==> src/nps_oc_pkg.sv <==
// Package for the negative sequence overcurrent stages: map, fields, types and timing
package nps_oc_pkg;

   // ********************************************
   // Sizes
   // ********************************************
   localparam int STAGES = 4;
   localparam int MAG_W = 16;
   localparam int ANG_W = 9;
   localparam int ADDR_W = 8;

   // ********************************************
   // Register byte offsets
   // ********************************************
   localparam logic [7:0] OFF_CTRL = 8'h00;
   localparam logic [7:0] OFF_POL_THRESH = 8'h04;
   localparam logic [7:0] OFF_CHAR_ANGLE = 8'h08;
   localparam logic [7:0] OFF_STATUS = 8'h0c;
   localparam logic [7:0] OFF_PICKUP0 = 8'h10;
   localparam logic [7:0] OFF_DELAY0 = 8'h20;
   localparam logic [7:0] OFF_END = 8'h30;

   // ********************************************
   // Control field layout, one nibble per stage
   // ********************************************
   localparam int CTRL_NIB_W = 4;
   localparam int CTRL_EN_BIT = 0;
   localparam int CTRL_DIR_LSB = 1;
   localparam int CTRL_VT_BLOCK_BIT = 3;

   // ********************************************
   // Status field layout
   // ********************************************
   localparam int ST_START_LSB = 0;
   localparam int ST_TRIP_LSB = 4;
   localparam int ST_FWD_BIT = 8;
   localparam int ST_REV_BIT = 9;
   localparam int ST_POL_BIT = 10;

   // ********************************************
   // Reset values
   // ********************************************
   localparam logic [15:0] RST_CTRL = 16'h0000;
   localparam logic [15:0] RST_POL_THRESH = 16'h0000;
   localparam logic [8:0] RST_CHAR_ANGLE = 9'h000;
   localparam logic [15:0] RST_PICKUP = 16'hffff;
   localparam logic [15:0] RST_DELAY = 16'h0000;

   // ********************************************
   // Angles in degrees
   // ********************************************
   localparam logic [10:0] ANG_QUARTER = 11'h05a;
   localparam logic [10:0] ANG_THREE_Q = 11'h10e;
   localparam logic [10:0] ANG_FULL = 11'h168;
   localparam logic [10:0] ANG_TWO_FULL = 11'h2d0;
   localparam logic [10:0] ANG_INV_BIAS = 11'h21c;

   // ********************************************
   // Timing: delay settings count in 1 ms ticks
   // ********************************************
   localparam int CLK_PERIOD_NS = 10;
   localparam int TICK_PERIOD_NS = 1000000;
   localparam int TICK_CYCLES = TICK_PERIOD_NS / CLK_PERIOD_NS;

   // ********************************************
   // AXI responses
   // ********************************************
   localparam logic [1:0] RESP_OKAY = 2'b00;
   localparam logic [1:0] RESP_SLVERR = 2'b10;

   // ********************************************
   // Types
   // ********************************************
   typedef enum logic [1:0] {DIR_NONE, DIR_FWD, DIR_REV, DIR_SPARE} dir_mode_t;

   typedef struct packed {
      logic vt_block_opt;
      dir_mode_t dir_mode;
      logic enable;
   } stage_cfg_t;

   typedef struct packed {
      logic [MAG_W-1:0] i2_mag;
      logic [MAG_W-1:0] v2_mag;
      logic [ANG_W-1:0] i2_v2_angle;
   } meas_t;

endpackage

==> src/nps_oc_stages.sv <==
// Four-stage negative sequence overcurrent element with AXI4-Lite settings
// Overview of operation
// - Four independent stages, each with own pickup and delay timer.
// - Trip only after stage stays started for its configured delay.
// - Each stage non-directional, forward-only or reverse-only.
// - Direction from I2 angle versus char angle, centred on inverted V2.
// - Directional stage operates only while V2 exceeds polarizing threshold.
// - VT supervision: option 1 blocks directional stage, 0 reverts non-directional.
// - One inhibit input blocks all four stages.
// - Per-stage timer block prevents that stage tripping.
// - Per-stage start output high while stage started.
// - Per-stage trip output high once stage tripped.
// - Trips combined into auto-reclose block output.
// - Starts combined into common any-start output.
// - Inhibit, timer block, start and trip exposed as scheme logic signals.
//
// Added by the designer: the placing of the registers and the AXI4-Lite register port.
`timescale 1ns/1ns

module nps_oc_stages #(
   parameter int TICK_CYCLES = nps_oc_pkg::TICK_CYCLES,
   parameter int STAGES = nps_oc_pkg::STAGES
) (
   // Clock and reset
   input wire logic clk,
   input wire logic rst_b,
   // Measurements
   input nps_oc_pkg::meas_t meas,
   // Scheme logic inputs
   input wire logic vt_supervision,
   input wire logic all_stage_inhibit,
   input wire logic [STAGES-1:0] stage_timer_block,
   // Scheme logic outputs
   output logic [STAGES-1:0] stage_start_out,
   output logic [STAGES-1:0] stage_trip_out,
   output logic any_start_out,
   output logic ar_block_out,
   // AXI4-Lite write address
   input wire logic s_awvalid,
   output logic s_awready,
   input wire logic [nps_oc_pkg::ADDR_W-1:0] s_awaddr,
   input wire logic [2:0] s_awprot,
   // AXI4-Lite write data
   input wire logic s_wvalid,
   output logic s_wready,
   input wire logic [31:0] s_wdata,
   input wire logic [3:0] s_wstrb,
   // AXI4-Lite write response
   output logic s_bvalid,
   input wire logic s_bready,
   output logic [1:0] s_bresp,
   // AXI4-Lite read address
   input wire logic s_arvalid,
   output logic s_arready,
   input wire logic [nps_oc_pkg::ADDR_W-1:0] s_araddr,
   input wire logic [2:0] s_arprot,
   // AXI4-Lite read data
   output logic s_rvalid,
   input wire logic s_rready,
   output logic [31:0] s_rdata,
   output logic [1:0] s_rresp
);

   // ********************************************
   // Functions
   // ********************************************
   function automatic logic [31:0] merge(input logic [31:0] old, input logic [31:0] data,
                                         input logic [3:0] strb);
      logic [31:0] res;
      res = old;
      for (int b = 0; b < 4; b++) begin
         res[8*b +: 8] = strb[b] ? data[8*b +: 8] : old[8*b +: 8];
      end
      return res;
   endfunction
   function automatic logic mapped(input logic [nps_oc_pkg::ADDR_W-1:0] addr);
      return addr < nps_oc_pkg::OFF_END;
   endfunction
   // ********************************************
   // Register storage
   // ********************************************
   logic [15:0] ctrl_reg;
   logic [15:0] pol_thresh_reg;
   logic [8:0] char_angle_reg;
   logic [15:0] pickup_reg [STAGES];
   logic [15:0] delay_reg [STAGES];

   // ********************************************
   // AXI4-Lite write path
   // ********************************************
   logic aw_have_reg;
   logic w_have_reg;
   logic [nps_oc_pkg::ADDR_W-1:0] aw_addr_reg;
   logic [31:0] w_data_reg;
   logic [3:0] w_strb_reg;
   wire aw_take = s_awvalid & s_awready;
   wire w_take = s_wvalid & s_wready;
   wire do_write = aw_have_reg & w_have_reg & ~s_bvalid;
   wire [3:0] w_index = aw_addr_reg[5:2];

   always_ff @(posedge clk) begin
      if (!rst_b) begin
         aw_have_reg <= 1'b0;
         aw_addr_reg <= '0;
      end else if (aw_take) begin
         aw_have_reg <= 1'b1;
         aw_addr_reg <= s_awaddr;
      end else if (do_write) begin
         aw_have_reg <= 1'b0;
      end
   end

   always_ff @(posedge clk) begin
      if (!rst_b) begin
         w_have_reg <= 1'b0;
         w_data_reg <= '0;
         w_strb_reg <= '0;
      end else if (w_take) begin
         w_have_reg <= 1'b1;
         w_data_reg <= s_wdata;
         w_strb_reg <= s_wstrb;
      end else if (do_write) begin
         w_have_reg <= 1'b0;
      end
   end

   always_ff @(posedge clk) begin
      if (!rst_b) begin
         s_awready <= 1'b0;
         s_wready <= 1'b0;
      end else begin
         s_awready <= ~(aw_take | (aw_have_reg & ~do_write));
         s_wready <= ~(w_take | (w_have_reg & ~do_write));
      end
   end

   always_ff @(posedge clk) begin
      if (!rst_b) begin
         s_bvalid <= 1'b0;
         s_bresp <= nps_oc_pkg::RESP_OKAY;
      end else if (do_write) begin
         s_bvalid <= 1'b1;
         s_bresp <= mapped(aw_addr_reg) ? nps_oc_pkg::RESP_OKAY : nps_oc_pkg::RESP_SLVERR;
      end else if (s_bready) begin
         s_bvalid <= 1'b0;
      end
   end

   // ********************************************
   // Settings registers
   // ********************************************
   wire wr_ctrl = do_write && aw_addr_reg == nps_oc_pkg::OFF_CTRL;
   wire wr_pol = do_write && aw_addr_reg == nps_oc_pkg::OFF_POL_THRESH;
   wire wr_ang = do_write && aw_addr_reg == nps_oc_pkg::OFF_CHAR_ANGLE;
   wire [31:0] ctrl_new = merge({16'h0000, ctrl_reg}, w_data_reg, w_strb_reg);
   wire [31:0] pol_new = merge({16'h0000, pol_thresh_reg}, w_data_reg, w_strb_reg);
   wire [31:0] ang_new = merge({23'h000000, char_angle_reg}, w_data_reg, w_strb_reg);

   always_ff @(posedge clk) begin
      if (!rst_b) begin
         ctrl_reg <= nps_oc_pkg::RST_CTRL;
         pol_thresh_reg <= nps_oc_pkg::RST_POL_THRESH;
         char_angle_reg <= nps_oc_pkg::RST_CHAR_ANGLE;
      end else begin
         if (wr_ctrl) begin
            ctrl_reg <= ctrl_new[15:0];
         end
         if (wr_pol) begin
            pol_thresh_reg <= pol_new[15:0];
         end
         if (wr_ang) begin
            char_angle_reg <= ang_new[8:0];
         end
      end
   end

   // ********************************************
   // Measurement tick for the delay timers
   // ********************************************
   logic [31:0] div_reg;
   logic tick_reg;
   wire div_wrap = div_reg == 32'(TICK_CYCLES - 1);
   always_ff @(posedge clk) begin
      if (!rst_b) begin
         div_reg <= '0;
         tick_reg <= 1'b0;
      end else begin
         div_reg <= div_wrap ? 32'h00000000 : div_reg + 32'h00000001;
         tick_reg <= div_wrap;
      end
   end

   // ********************************************
   // Direction, common to all stages
   // ********************************************
   // I2 angle taken against -V2, then offset by the characteristic angle
   wire [10:0] rot_raw = {2'b00, meas.i2_v2_angle} + nps_oc_pkg::ANG_INV_BIAS
                         - {2'b00, char_angle_reg};
   wire [10:0] rot = (rot_raw >= nps_oc_pkg::ANG_TWO_FULL) ? rot_raw - nps_oc_pkg::ANG_TWO_FULL :
                     (rot_raw >= nps_oc_pkg::ANG_FULL) ? rot_raw - nps_oc_pkg::ANG_FULL : rot_raw;
   wire is_fwd = rot < nps_oc_pkg::ANG_QUARTER || rot > nps_oc_pkg::ANG_THREE_Q;
   wire is_rev = rot > nps_oc_pkg::ANG_QUARTER && rot < nps_oc_pkg::ANG_THREE_Q;
   wire pol_ok = meas.v2_mag > pol_thresh_reg;

   // ********************************************
   // Stages
   // ********************************************
   logic [STAGES-1:0] start_now;
   logic [STAGES-1:0] trip_now;
   generate
      for (genvar s = 0; s < STAGES; s++) begin : g_stage
         logic [16:0] timer_reg;
         nps_oc_pkg::stage_cfg_t cfg;
         assign cfg = ctrl_reg[s*nps_oc_pkg::CTRL_NIB_W +: nps_oc_pkg::CTRL_NIB_W];
         // Unused fourth mode code behaves as non-directional
         wire directional = cfg.dir_mode inside {nps_oc_pkg::DIR_FWD, nps_oc_pkg::DIR_REV};
         wire vt_blocked = directional & vt_supervision & cfg.vt_block_opt;
         wire vt_revert = directional & vt_supervision & ~cfg.vt_block_opt;
         wire dir_hit = (cfg.dir_mode == nps_oc_pkg::DIR_FWD) ? is_fwd : is_rev;
         wire dir_ok = ~directional | vt_revert | (pol_ok & dir_hit);
         wire over = meas.i2_mag > pickup_reg[s];
         // Inhibit or VT blocking drops start, which also resets the timer; the timer block gates trip only
         assign start_now[s] = cfg.enable & ~all_stage_inhibit & ~vt_blocked
                               & over & dir_ok;
         // The first tick after start may come at once, so a delay of D needs D+1 counts
         assign trip_now[s] = start_now[s] & ~stage_timer_block[s] & (delay_reg[s] == 16'h0000
                              || timer_reg > {1'b0, delay_reg[s]});
         always_ff @(posedge clk) begin
            if (!rst_b || !start_now[s]) begin
               timer_reg <= '0;
            end else if (tick_reg && timer_reg != 17'h1ffff) begin
               timer_reg <= timer_reg + 17'h00001;
            end
         end
         wire [31:0] pick_new = merge({16'h0000, pickup_reg[s]}, w_data_reg, w_strb_reg);
         wire [31:0] dly_new = merge({16'h0000, delay_reg[s]}, w_data_reg, w_strb_reg);
         wire wr_pick = do_write && w_index == 4'(4 + s) && aw_addr_reg[7:6] == 2'b00;
         wire wr_dly = do_write && w_index == 4'(8 + s) && aw_addr_reg[7:6] == 2'b00;
         always_ff @(posedge clk) begin
            if (!rst_b) begin
               pickup_reg[s] <= nps_oc_pkg::RST_PICKUP;
               delay_reg[s] <= nps_oc_pkg::RST_DELAY;
            end else begin
               if (wr_pick) begin
                  pickup_reg[s] <= pick_new[15:0];
               end
               if (wr_dly) begin
                  delay_reg[s] <= dly_new[15:0];
               end
            end
         end
      end
   endgenerate

   // ********************************************
   // Scheme logic outputs
   // ********************************************
   logic fwd_reg;
   logic rev_reg;
   logic pol_reg;

   always_ff @(posedge clk) begin
      if (!rst_b) begin
         stage_start_out <= '0;
         stage_trip_out <= '0;
         any_start_out <= 1'b0;
         ar_block_out <= 1'b0;
         fwd_reg <= 1'b0;
         rev_reg <= 1'b0;
         pol_reg <= 1'b0;
      end else begin
         stage_start_out <= start_now;
         stage_trip_out <= trip_now;
         any_start_out <= |start_now;
         ar_block_out <= |trip_now;
         fwd_reg <= is_fwd;
         rev_reg <= is_rev;
         pol_reg <= pol_ok;
      end
   end

   // ********************************************
   // AXI4-Lite read path
   // ********************************************
   wire ar_take = s_arvalid & s_arready;
   wire [3:0] r_index = s_araddr[5:2];
   wire [1:0] r_sub = r_index[1:0];
   logic [31:0] status_word;
   logic [31:0] read_mux;

   always_comb begin
      status_word = '0;
      status_word[nps_oc_pkg::ST_START_LSB +: STAGES] = stage_start_out;
      status_word[nps_oc_pkg::ST_TRIP_LSB +: STAGES] = stage_trip_out;
      status_word[nps_oc_pkg::ST_FWD_BIT] = fwd_reg;
      status_word[nps_oc_pkg::ST_REV_BIT] = rev_reg;
      status_word[nps_oc_pkg::ST_POL_BIT] = pol_reg;
   end

   always_comb begin
      if (!mapped(s_araddr)) begin
         read_mux = '0;
      end else if (s_araddr >= nps_oc_pkg::OFF_DELAY0) begin
         read_mux = {16'h0000, delay_reg[r_sub]};
      end else if (s_araddr >= nps_oc_pkg::OFF_PICKUP0) begin
         read_mux = {16'h0000, pickup_reg[r_sub]};
      end else begin
         case (r_sub)
            2'h0: read_mux = {16'h0000, ctrl_reg};
            2'h1: read_mux = {16'h0000, pol_thresh_reg};
            2'h2: read_mux = {23'h000000, char_angle_reg};
            2'h3: read_mux = status_word;
            default: read_mux = '0;
         endcase
      end
   end

   always_ff @(posedge clk) begin
      if (!rst_b) begin
         s_arready <= 1'b0;
      end else begin
         s_arready <= ~(ar_take | (s_rvalid & ~s_rready));
      end
   end

   always_ff @(posedge clk) begin
      if (!rst_b) begin
         s_rvalid <= 1'b0;
         s_rdata <= '0;
         s_rresp <= nps_oc_pkg::RESP_OKAY;
      end else if (ar_take) begin
         s_rvalid <= 1'b1;
         s_rdata <= read_mux;
         s_rresp <= mapped(s_araddr) ? nps_oc_pkg::RESP_OKAY : nps_oc_pkg::RESP_SLVERR;
      end else if (s_rready) begin
         s_rvalid <= 1'b0;
      end
   end

endmodule

==> config.mk <==
export PLATFORM = sky130hd
export DESIGN_NAME = nps_oc_stages
export DESIGN_NICKNAME = d
export VERILOG_FILES = /design/src/nps_oc_pkg.sv /design/src/nps_oc_stages.sv
export SDC_FILE = /design/constraint.sdc
export NUM_CORES = 1
export LEC_CHECK = 0
export ABC_AREA = 0
export BUFFER_PORTS_ARGS = -buffer_cell sky130_fd_sc_hd__buf_2
export CELL_PAD_IN_SITES_DETAIL_PLACEMENT = 1
export CELL_PAD_IN_SITES_GLOBAL_PLACEMENT = 1
export CORE_UTILIZATION = 50
export DETAILED_ROUTE_END_ITERATION = 10
export PLACE_DENSITY = 0.9
export SYNTH_ARGS = -nofsm -noshare
export SYNTH_HDL_FRONTEND = slang
export SYNTH_SLANG_ARGS = --single-unit
==> constraint.sdc <==
create_clock -name clk -period 10.2 [get_ports clk]
set_input_delay 0.51 -clock clk [delete_from_list [all_inputs] [get_ports clk]]
set_output_delay 0.51 -clock clk [all_outputs]
set_load 0.03 [all_outputs]
==> flow_metrics.tcl, run 1 <==
set metrics [dict create \
    status "completed" \
    vias_per_cell 6.15 \
    fmax_mhz 160 \
    overflow 0 \
    syn-instance-count 2124 \
    synth_area_per_cell_sq_um 9.38 \
    slew_violations 0 \
    cts_root_buf "clkbuf_16" \
    hp-start "s_wdata[8]" \
    relSlewSlack 0.181 \
    worstMarginPinSlew_ps 1230 \
    grt_pass1_wl_mm 104 \
    drt.antenna.violating_nets 0 \
    drive_gt1_frac 0.120 \
    coreArea_sq_um 39000 \
    worstSetupEndpointType "flip-flop" \
    seq_area_frac_synth 0.400 \
    vias 16900 \
    cpPeakStageDelay_ps 860 \
    p_leak_nw 9.02 \
    synth-edff-count 128 \
    setup_viol 0 \
    die_w_um 202 \
    start_util 0.511 \
    synth-seq-cells 334 \
    synth_flop_cell "dfxtp_1" \
    cts_tree "built" \
    yosys_warnings 0 \
    worstReg2RegStart "char_angle_reg[3]" \
    gp_congestion 0.910 \
    die_height_um 202 \
    critPathTopFamily "compound AO/OA/AOI/OAI gates" \
    num_antenna_cells 0 \
    power_density_nw_per_um2 147 \
    critPathArrivalTime_ps 6670 \
    required_ps 10600 \
    hold_depth 3 \
    critPathKind "flip-flop to flip-flop" \
    cts_buffer_depth 3 \
    die_area_sq_um 40600 \
    cts_sinks 334 \
    grtUsageTotal 0.330 \
    crit_buf_inv 3 \
    cts_resized 0 \
    totalWireLength_mm 66.8 \
    rr_worst_depth 19 \
    ys_async_sr_fraction 0 \
    num-fill-cells 4435 \
    period_needed_ps 6260 \
    clk_pin_slew_ps 60 \
    final_nets 2496 \
    final.period_utilization 0.614 \
    drtIter0Drc 1515 \
    path_cells "ha_1 -> inv_1 -> ha_1 -> a21oi_1 -> xnor2_1 -> inv_1 -> ha_1 -> inv_1 -> a31oi_1 -> o41a_1 -> o211a_1 -> nor3_1 -> o22ai_1 -> a2111oi_2 -> o21ai_0 -> o211ai_1 -> a311o_1 -> nor3b_4 -> or3b_1" \
    most-common-layout-cells "nor2_1, dfxtp_1, inv_1" \
    htree_levels 2 \
    grt_start_max_net_pins 91 \
    io_buffers 118 \
    post_cts_buffers 0 \
    yosys.cell_types.count 84 \
    rsz0062_at_grt "false" \
    peakVddDrop_mv 0.117 \
    drcViolationCount 0 \
    r2r_setup_slack_ps 3940 \
    fin_tns_setup_ps 0 \
    cts.hold.buffers_added 0 \
    grt_pass1_vias 18200 \
    netlist_area_sq_um 19900 \
    maxCapViolations 0 \
    firstDrtPassIters 5 \
    routedWlPerCell_um 24.3 \
    crit_slowest_cell "a311o_1" \
    fin_skew_ps 32.0 \
    num_rows 72 \
    hold_path_class "primary input to flip-flop" \
    r2r_end "ar_block_out" \
    finalHoldViolations 0 \
    antenna_found_initial 1 \
    cts_made_buffers 38 \
    cp-start-kind "flip-flop" \
    p_total_mw 3.25 \
    clkLatencyLatePin_ps 580 \
    final_common_cell "nor2_1" \
    ioPinCount 163 \
    hpwlAfterDp_mm 48.8 \
    syn_to_final_growth_pct 11.1 \
    largest_reg_flops 68 \
    crit_fanout 19 \
    hold_path_end "w_data_reg[8]" \
]
## power breakdown
part	leakage (nW)	switching (mW)	total [mW]	internal [mW]
clock network	0.624	0.599	1.45	0.848
registers	2.76	0.0356	1.44	1.40
logic	5.64	0.238	0.367	0.129
total	9.02	0.872	3.25	2.38
## Yosys cell counts, types with 37 or more instances
cell type,count,area share
ha_1,180,0.11
xnor2_1,42,0.018
or3_1,37,0.012
dfxtp_1,206,0.21
inv_1,194,0.037
mux2i_1,62,0.031
nor2_1,241,0.045
nand2b_1,51,0.016
o21ai_0,52,0.013
and2_1,71,0.022
nand3_1,44,0.011
a21oi_1,101,0.025
nand4_1,39,0.012
nand2_1,160,0.030
xor2_1,50,0.022
clkbuf_1,76,0.014
mux4_2,41,0.046
edfxtp_1,128,0.19
## cells by family (layout without fill, tap and decap cells)
family          Yosys count  count (layout)  share of synthesized area
compound gates          309             309                      0.102
mux                     105             105                     0.0786
flops                   334             334                      0.400
fa+ha+maj               181             181                      0.114
xor+xnor                 95              95                     0.0435
other cells               1              18                   0.000188
simple gates            792             792                      0.199
buf+inv                 307             398                     0.0626
## metal layers
metal | GRT usage | routed length, um
met1 | 0.403 | 26400
met2 | 0.563 | 32300
met3 | 0.0505 | 4660
met4 | 0.174 | 3430
met5 | 0 | 0
## final cells by class
class / instances / area [sq um] / area share
multi-input combinational: 1500 / 10800 / 0.488
clock buffer: 48 / 1070 / 0.0484
inverter: 198 / 743 / 0.0336
tap: 518 / 648 / 0.0293
clock inverter: 21 / 220 / 0.00995
sequential: 334 / 7970 / 0.360
timing repair buffer: 131 / 688 / 0.0311
## stage by stage
step / std cells / area [sq um] / worst slack, ps / hold slack, ps / utilization
global route: 2750 / 22100 / 3510 / 191 / 0.568
CTS: 2750 / 22100 / 3950 / 173 / 0.568
floorplan: 2141 / 20000 / 5350 / 426 / -
finish: 2750 / 22100 / 3940 / 185 / 0.568
global placement: 2681 / 20900 / 3890 / 439 / 0.535
detailed placement: 2681 / 20900 / 3790 / 454 / 0.535
## worst reg2reg max path, cell delays in order, from the launching register on
cell and delay [ps]:
dfxtp_1 350, ha_1 300, inv_1 50, ha_1 390
a21oi_1 160, xnor2_1 610, inv_1 290, ha_1 320
inv_1 120, a31oi_1 70, o41a_1 390, o211a_1 330
nor3_1 190, o22ai_1 140, a2111oi_2 490, o21ai_0 190
o211ai_1 270, a311o_1 860, nor3b_4 130, or3b_1 450
## worst max-delay path by stage
stage | start | end | slack, ps | cells after the start
global placement | meas[2] | ar_block_out | 3890 | 22
global route | char_angle_reg[3] | ar_block_out | 3510 | 19
CTS | char_angle_reg[3] | ar_block_out | 3950 | 19
floorplan | meas[2] | ar_block_out | 5350 | 22
finish | char_angle_reg[3] | ar_block_out | 3940 | 19
detailed placement | meas[2] | ar_block_out | 3790 | 22
Note: power is estimated with default switching activity, not from simulation.
==> run 2: changes to the inputs <==
--- a/config.mk
+++ b/config.mk
@@ -9,9 +9,9 @@
 export BUFFER_PORTS_ARGS = -buffer_cell sky130_fd_sc_hd__buf_2
 export CELL_PAD_IN_SITES_DETAIL_PLACEMENT = 1
 export CELL_PAD_IN_SITES_GLOBAL_PLACEMENT = 1
-export CORE_UTILIZATION = 50
+export CORE_UTILIZATION = 47
 export DETAILED_ROUTE_END_ITERATION = 10
-export PLACE_DENSITY = 0.9
+export PLACE_DENSITY = 0.85
 export SYNTH_ARGS = -nofsm -noshare
 export SYNTH_HDL_FRONTEND = slang
 export SYNTH_SLANG_ARGS = --single-unit
==> constraint.sdc (replaced) <==
create_clock -name clk -period 6.2 [get_ports clk]
set_input_delay 0.31 -clock clk [delete_from_list [all_inputs] [get_ports clk]]
set_output_delay 0.31 -clock clk [all_outputs]
set_load 0.03 [all_outputs]
==> run 2 against run 1 <==
  * Die area rose by 6.3%
  * First-iteration DRC count fell by 7.5%
  * Critical endpoint is now g_stage[0].timer_reg[6]
  * Critical path depth rose by 1
  * Clock-buffer cell count rose by 8
  * Clock skew fell by 13 ps
  * Worst hold slack got worse by 170 ps
==> flow_metrics.tcl, run 2 (synthesized netlist as in run 1, its figures left out) <==
set metrics [dict create \
    status "completed" \
    rr_worst_depth 20 \
    drive_gt1_frac 0.117 \
    overflow 0 \
    critPathArrivalTime_ps 6190 \
    relSlewSlack 0.108 \
    grt_pass1_wl_mm 102 \
    drcViolationCount 0 \
    totalWireLength_mm 65.3 \
    vias 16800 \
    peakVddDrop_mv 0.183 \
    cts_sinks 334 \
    power_density_nw_per_um2 237 \
    worstReg2RegStart "char_angle_reg[2]" \
    die_w_um 208 \
    p_leak_nw 9.10 \
    cp-start-kind "flip-flop" \
    period_needed_ps 5700 \
    routedWlPerCell_um 23.4 \
    post_cts_buffers 0 \
    final.period_utilization 0.920 \
    hpwlAfterDp_mm 48.6 \
    gp_congestion 0.938 \
    vias_per_cell 6.00 \
    num_rows 75 \
    grtUsageTotal 0.304 \
    drt.antenna.violating_nets 0 \
    hold_path_end "aw_addr_reg[0]" \
    most-common-layout-cells "nor2_1, dfxtp_1, inv_1" \
    final_common_cell "nor2_1" \
    slew_violations 0 \
    hp-start "s_awaddr[0]" \
    fmax_mhz 175 \
    ioPinCount 163 \
    io_buffers 118 \
    rsz0062_at_grt "false" \
    fin_skew_ps 18.8 \
    cts_root_buf "clkbuf_16" \
    syn_to_final_growth_pct 12.1 \
    finalHoldViolations 0 \
    die_area_sq_um 43200 \
    r2r_setup_slack_ps 500 \
    r2r_end "g_stage[0].timer_reg[6]" \
    fin_cells 2793 \
    fin_tns_setup_ps 0 \
    clk_pin_slew_ps 60 \
    cts_resized 0 \
    cts_buffer_depth 3 \
    final_nets 2518 \
    placed_area_sq_um 20900 \
    crit_fanout 18 \
    drtIter0Drc 1402 \
    hold_depth 3 \
    maxCapViolations 0 \
    critPathKind "flip-flop to flip-flop" \
    cts_made_buffers 39 \
    htree_levels 2 \
    start_util 0.476 \
    grt_pass1_vias 17800 \
    largest_reg_flops 68 \
    worstSetupEndpointType "flip-flop" \
    clkLatencyLatePin_ps 570 \
    worstMarginPinSlew_ps 1330 \
    dp_cells 2704 \
    antenna_found_initial 4 \
    coreArea_sq_um 41900 \
    die_height_um 208 \
    cts_tree "built" \
    fin_area_sq_um 22300 \
    grt_start_max_net_pins 50 \
    required_ps 6690 \
    hold_path_class "primary input to flip-flop" \
    firstDrtPassIters 6 \
    setup_viol 0 \
    final_util 0.534 \
]
-- run 2: changes by cell type in the layout (fill, tap and decap cells not counted), sizes merged --
cell / delta
dlygate4sd3: +19
clkbuf: +8
clkinvlp: -4
clkinv: -3
buf: +2
bufinv: -2
diode: +2
-- run 2: power breakdown --
group | switching (mW) | internal [mW] | total, mW
clock network | 0.959 | 1.36 | 2.31
registers | 0.0584 | 2.31 | 2.37
logic | 0.388 | 0.220 | 0.608
-- run 2: worst max-delay path by stage --
stage	startpoint	endpoint	slack, ps	cells after the start
final	char_angle_reg[2]	g_stage[0].timer_reg[6]	500	20
after global routing	char_angle_reg[2]	g_stage[0].timer_reg[7]	100	20
after CTS	char_angle_reg[2]	g_stage[0].timer_reg[6]	540	20
after detailed placement	meas[2]	g_stage[0].timer_reg[6]	420	22
after global placement	meas[2]	g_stage[0].timer_reg[11]	740	22
after floorplan	meas[2]	ar_block_out	1550	22
-- run 2: cell type report --
class,instances,area [sq um]
clock buffer,56,1130
fill,4770,19500
sequential,334,7970
multi-input combinational,1500,10800
tap,539,674
antenna,2,5.00
timing repair buffer,152,893
inverter,198,743
clock inverter,12,119
-- run 2: worst max-delay path: stages (launching register included) --
cell and delay [ps]:
dfxtp_1 340, ha_1 290, inv_1 60, ha_1 280, a21o_1 150, a21oi_1 130, xnor2_1 590, inv_1 300
ha_1 320, inv_1 110, a31oi_1 70, o41a_1 390, nor4_2 150, a31oi_1 150, or4_1 530, a311oi_1 340
o21a_2 230, nand3_1 150, a221oi_2 450, nand2_2 350, nor2_1 240
-- run 2: repair_timing --
item	4_1_cts	5_1_grt
endpoints found under the setup margin	0	0
hold buffers	19	0
endpoints found under the hold margin	19	0
-- run 2: metrics by stage --
| stage | setup slack, ps | total power [mW] | hold slack [ps] |
|---|---|---|---|
| final | 496 | 5.29 | 18.6 |
| after global routing | 96.2 | 5.44 | 21.8 |
| after CTS | 544 | 5.30 | 2.34 |
| after detailed placement | 418 | 2.99 | 465 |
| after global placement | 742 | 2.96 | 439 |
| after floorplan | 1550 | 2.80 | 382 |
-- run 2: routing by layer --
layer | track usage | part of all wire | vias to the layer above
li1 | - | - | 7590
met1 | 0.378 | 0.40 | 8309
met2 | 0.512 | 0.48 | 662
met3 | 0.0478 | 0.068 | 197
met4 | 0.153 | 0.049 | 2
met5 | 0 | 0.00017 | -
==> run 3: changes to the inputs <==
--- a/config.mk
+++ b/config.mk
@@ -7,11 +7,9 @@
 export LEC_CHECK = 0
 export ABC_AREA = 0
 export BUFFER_PORTS_ARGS = -buffer_cell sky130_fd_sc_hd__buf_2
-export CELL_PAD_IN_SITES_DETAIL_PLACEMENT = 1
-export CELL_PAD_IN_SITES_GLOBAL_PLACEMENT = 1
-export CORE_UTILIZATION = 47
+export CORE_UTILIZATION = 50
 export DETAILED_ROUTE_END_ITERATION = 10
-export PLACE_DENSITY = 0.85
+export PLACE_DENSITY = 0.74
 export SYNTH_ARGS = -nofsm -noshare
 export SYNTH_HDL_FRONTEND = slang
 export SYNTH_SLANG_ARGS = --single-unit
==> run 3 against run 2 <==
  * Combinational power shrank 4.6%
  * Wire length decreased by 17%
  * Utilization increased by 3.7 points
  * Critical endpoint is now g_stage[0].timer_reg[5]
  * Non-clock buffer count shrank 2
  * Register-to-register slack better by 150 ps
  * Worst hold slack got worse by 6.7 ps
  * Highest routed layer is now met4
==> flow_metrics.tcl, run 3 (synthesized netlist as in run 1, its figures left out) <==
set metrics [dict create \
    final_common_cell "nor2_1" \
    htree_levels 2 \
    grt_start_max_net_pins 53 \
    fmax_mhz 180 \
    drt.antenna.violating_nets 0 \
    p_total_mw 5.18 \
    rsz0062_at_grt "false" \
    die_height_um 202 \
    vias_per_cell 5.81 \
    totalWireLength_mm 54.3 \
    hpwlAfterDp_mm 41.1 \
    p_leak_nw 9.08 \
    grtUsageTotal 0.268 \
    final_util 0.571 \
    fin_tns_setup_ps 0 \
    gp_congestion 0.962 \
    fin_cells 2769 \
    final.period_utilization 0.896 \
    setup_viol 0 \
    vias 16100 \
    fin_skew_ps 15.9 \
    final_nets 2514 \
    drtIter0Drc 1588 \
    cts_resized 0 \
    placed_area_sq_um 20900 \
    critPathArrivalTime_ps 6030 \
    worstMarginPinSlew_ps 1190 \
    start_util 0.511 \
    relSlewSlack 0.209 \
    die_area_sq_um 40600 \
    num-fill-cells 3410 \
    finalHoldViolations 0 \
    slew_violations 0 \
    io_buffers 118 \
    status "completed" \
    firstDrtPassIters 5 \
    cts_made_buffers 37 \
    clk_pin_slew_ps 60 \
    drive_gt1_frac 0.116 \
    routedWlPerCell_um 19.6 \
    syn_to_final_growth_pct 11.8 \
    crit_fanout 18 \
    clkLatencyLatePin_ps 560 \
    most-common-layout-cells "nor2_1, dfxtp_1, inv_1" \
    overflow 0 \
    cts_buffer_depth 3 \
    cp-start-kind "flip-flop" \
    num_rows 72 \
    cts_sinks 334 \
    critPathKind "flip-flop to flip-flop" \
    maxCapViolations 0 \
    antenna_found_initial 1 \
    hold_path_class "primary input to flip-flop" \
    period_needed_ps 5560 \
    cts_root_buf "clkbuf_16" \
    cts_tree "built" \
    drcViolationCount 0 \
    ioPinCount 163 \
    die_w_um 202 \
    dp_cells 2682 \
    worstSetupEndpointType "flip-flop" \
    fin_area_sq_um 22300 \
    required_ps 6670 \
    peakVddDrop_mv 0.156 \
    largest_reg_flops 68 \
    grt_pass1_vias 15800 \
    coreArea_sq_um 39000 \
    power_density_nw_per_um2 233 \
    grt_pass1_wl_mm 85.3 \
]
## run 3: final cells by class
cell class	instances	area [sq um]	area share
sequential	334	7970	0.358
inverter	198	743	0.0334
antenna	1	2.50	0.000112
tap	518	648	0.0291
clock inverter	10	98.8	0.00444
multi-input combinational	1500	10800	0.485
clock buffer	58	1130	0.0507
timing repair buffer	150	876	0.0393
## run 3: power by group
group	internal [mW]	leakage [nW]	switching [mW]
clock	1.34	0.604	0.905
sequential	2.31	2.76	0.0550
combinational	0.218	5.71	0.362
## run 3: per-layer routing
layer	vias to the layer above	routed length, um	part of all wire	GRT usage
met2	690	24500	0.45	0.429
met1	7674	22700	0.42	0.354
met4	0	2250	0.041	0.113
met3	137	4810	0.089	0.0525
li1	7582	-	-	-
met5	-	0	0	0
## run 3: timing repair
item / in CTS / in global routing
buffers inserted: 0 / 0
hold buffers: 18 / 0
endpoints found under the hold margin: 18 / 0
## run 3: metrics by stage
step	setup slack, ps	hold slack [ps]
after floorplan	1550	382
after global placement	826	441
after detailed placement	651	451
after CTS	718	0.0716
after global routing	251	15.9
final	643	11.9
## run 3: worst max-delay path: stages (launching register included)
cell	delay, ps
dfxtp_1	360
inv_1	90
ha_1	280
ha_1	230
a21o_1	220
a21oi_1	280
xnor2_1	360
inv_1	270
ha_1	310
inv_1	100
a31oi_1	60
o41a_1	390
nor4_2	150
a31oi_1	140
or4_1	520
a311oi_1	340
o21a_2	220
nand3_1	130
a221oi_2	420
nand2_2	340
nor2_1	230
## run 3: worst paths after layout
path                      from                 endpoint  slack, ps  depth (start not counted)
max          char_angle_reg[1]  g_stage[0].timer_reg[5]        640                         20
max reg2reg  char_angle_reg[1]  g_stage[0].timer_reg[5]        640                         20
min reg2reg     aw_addr_reg[6]           aw_addr_reg[6]        460                          2
min                s_awaddr[1]           aw_addr_reg[1]         10                          3
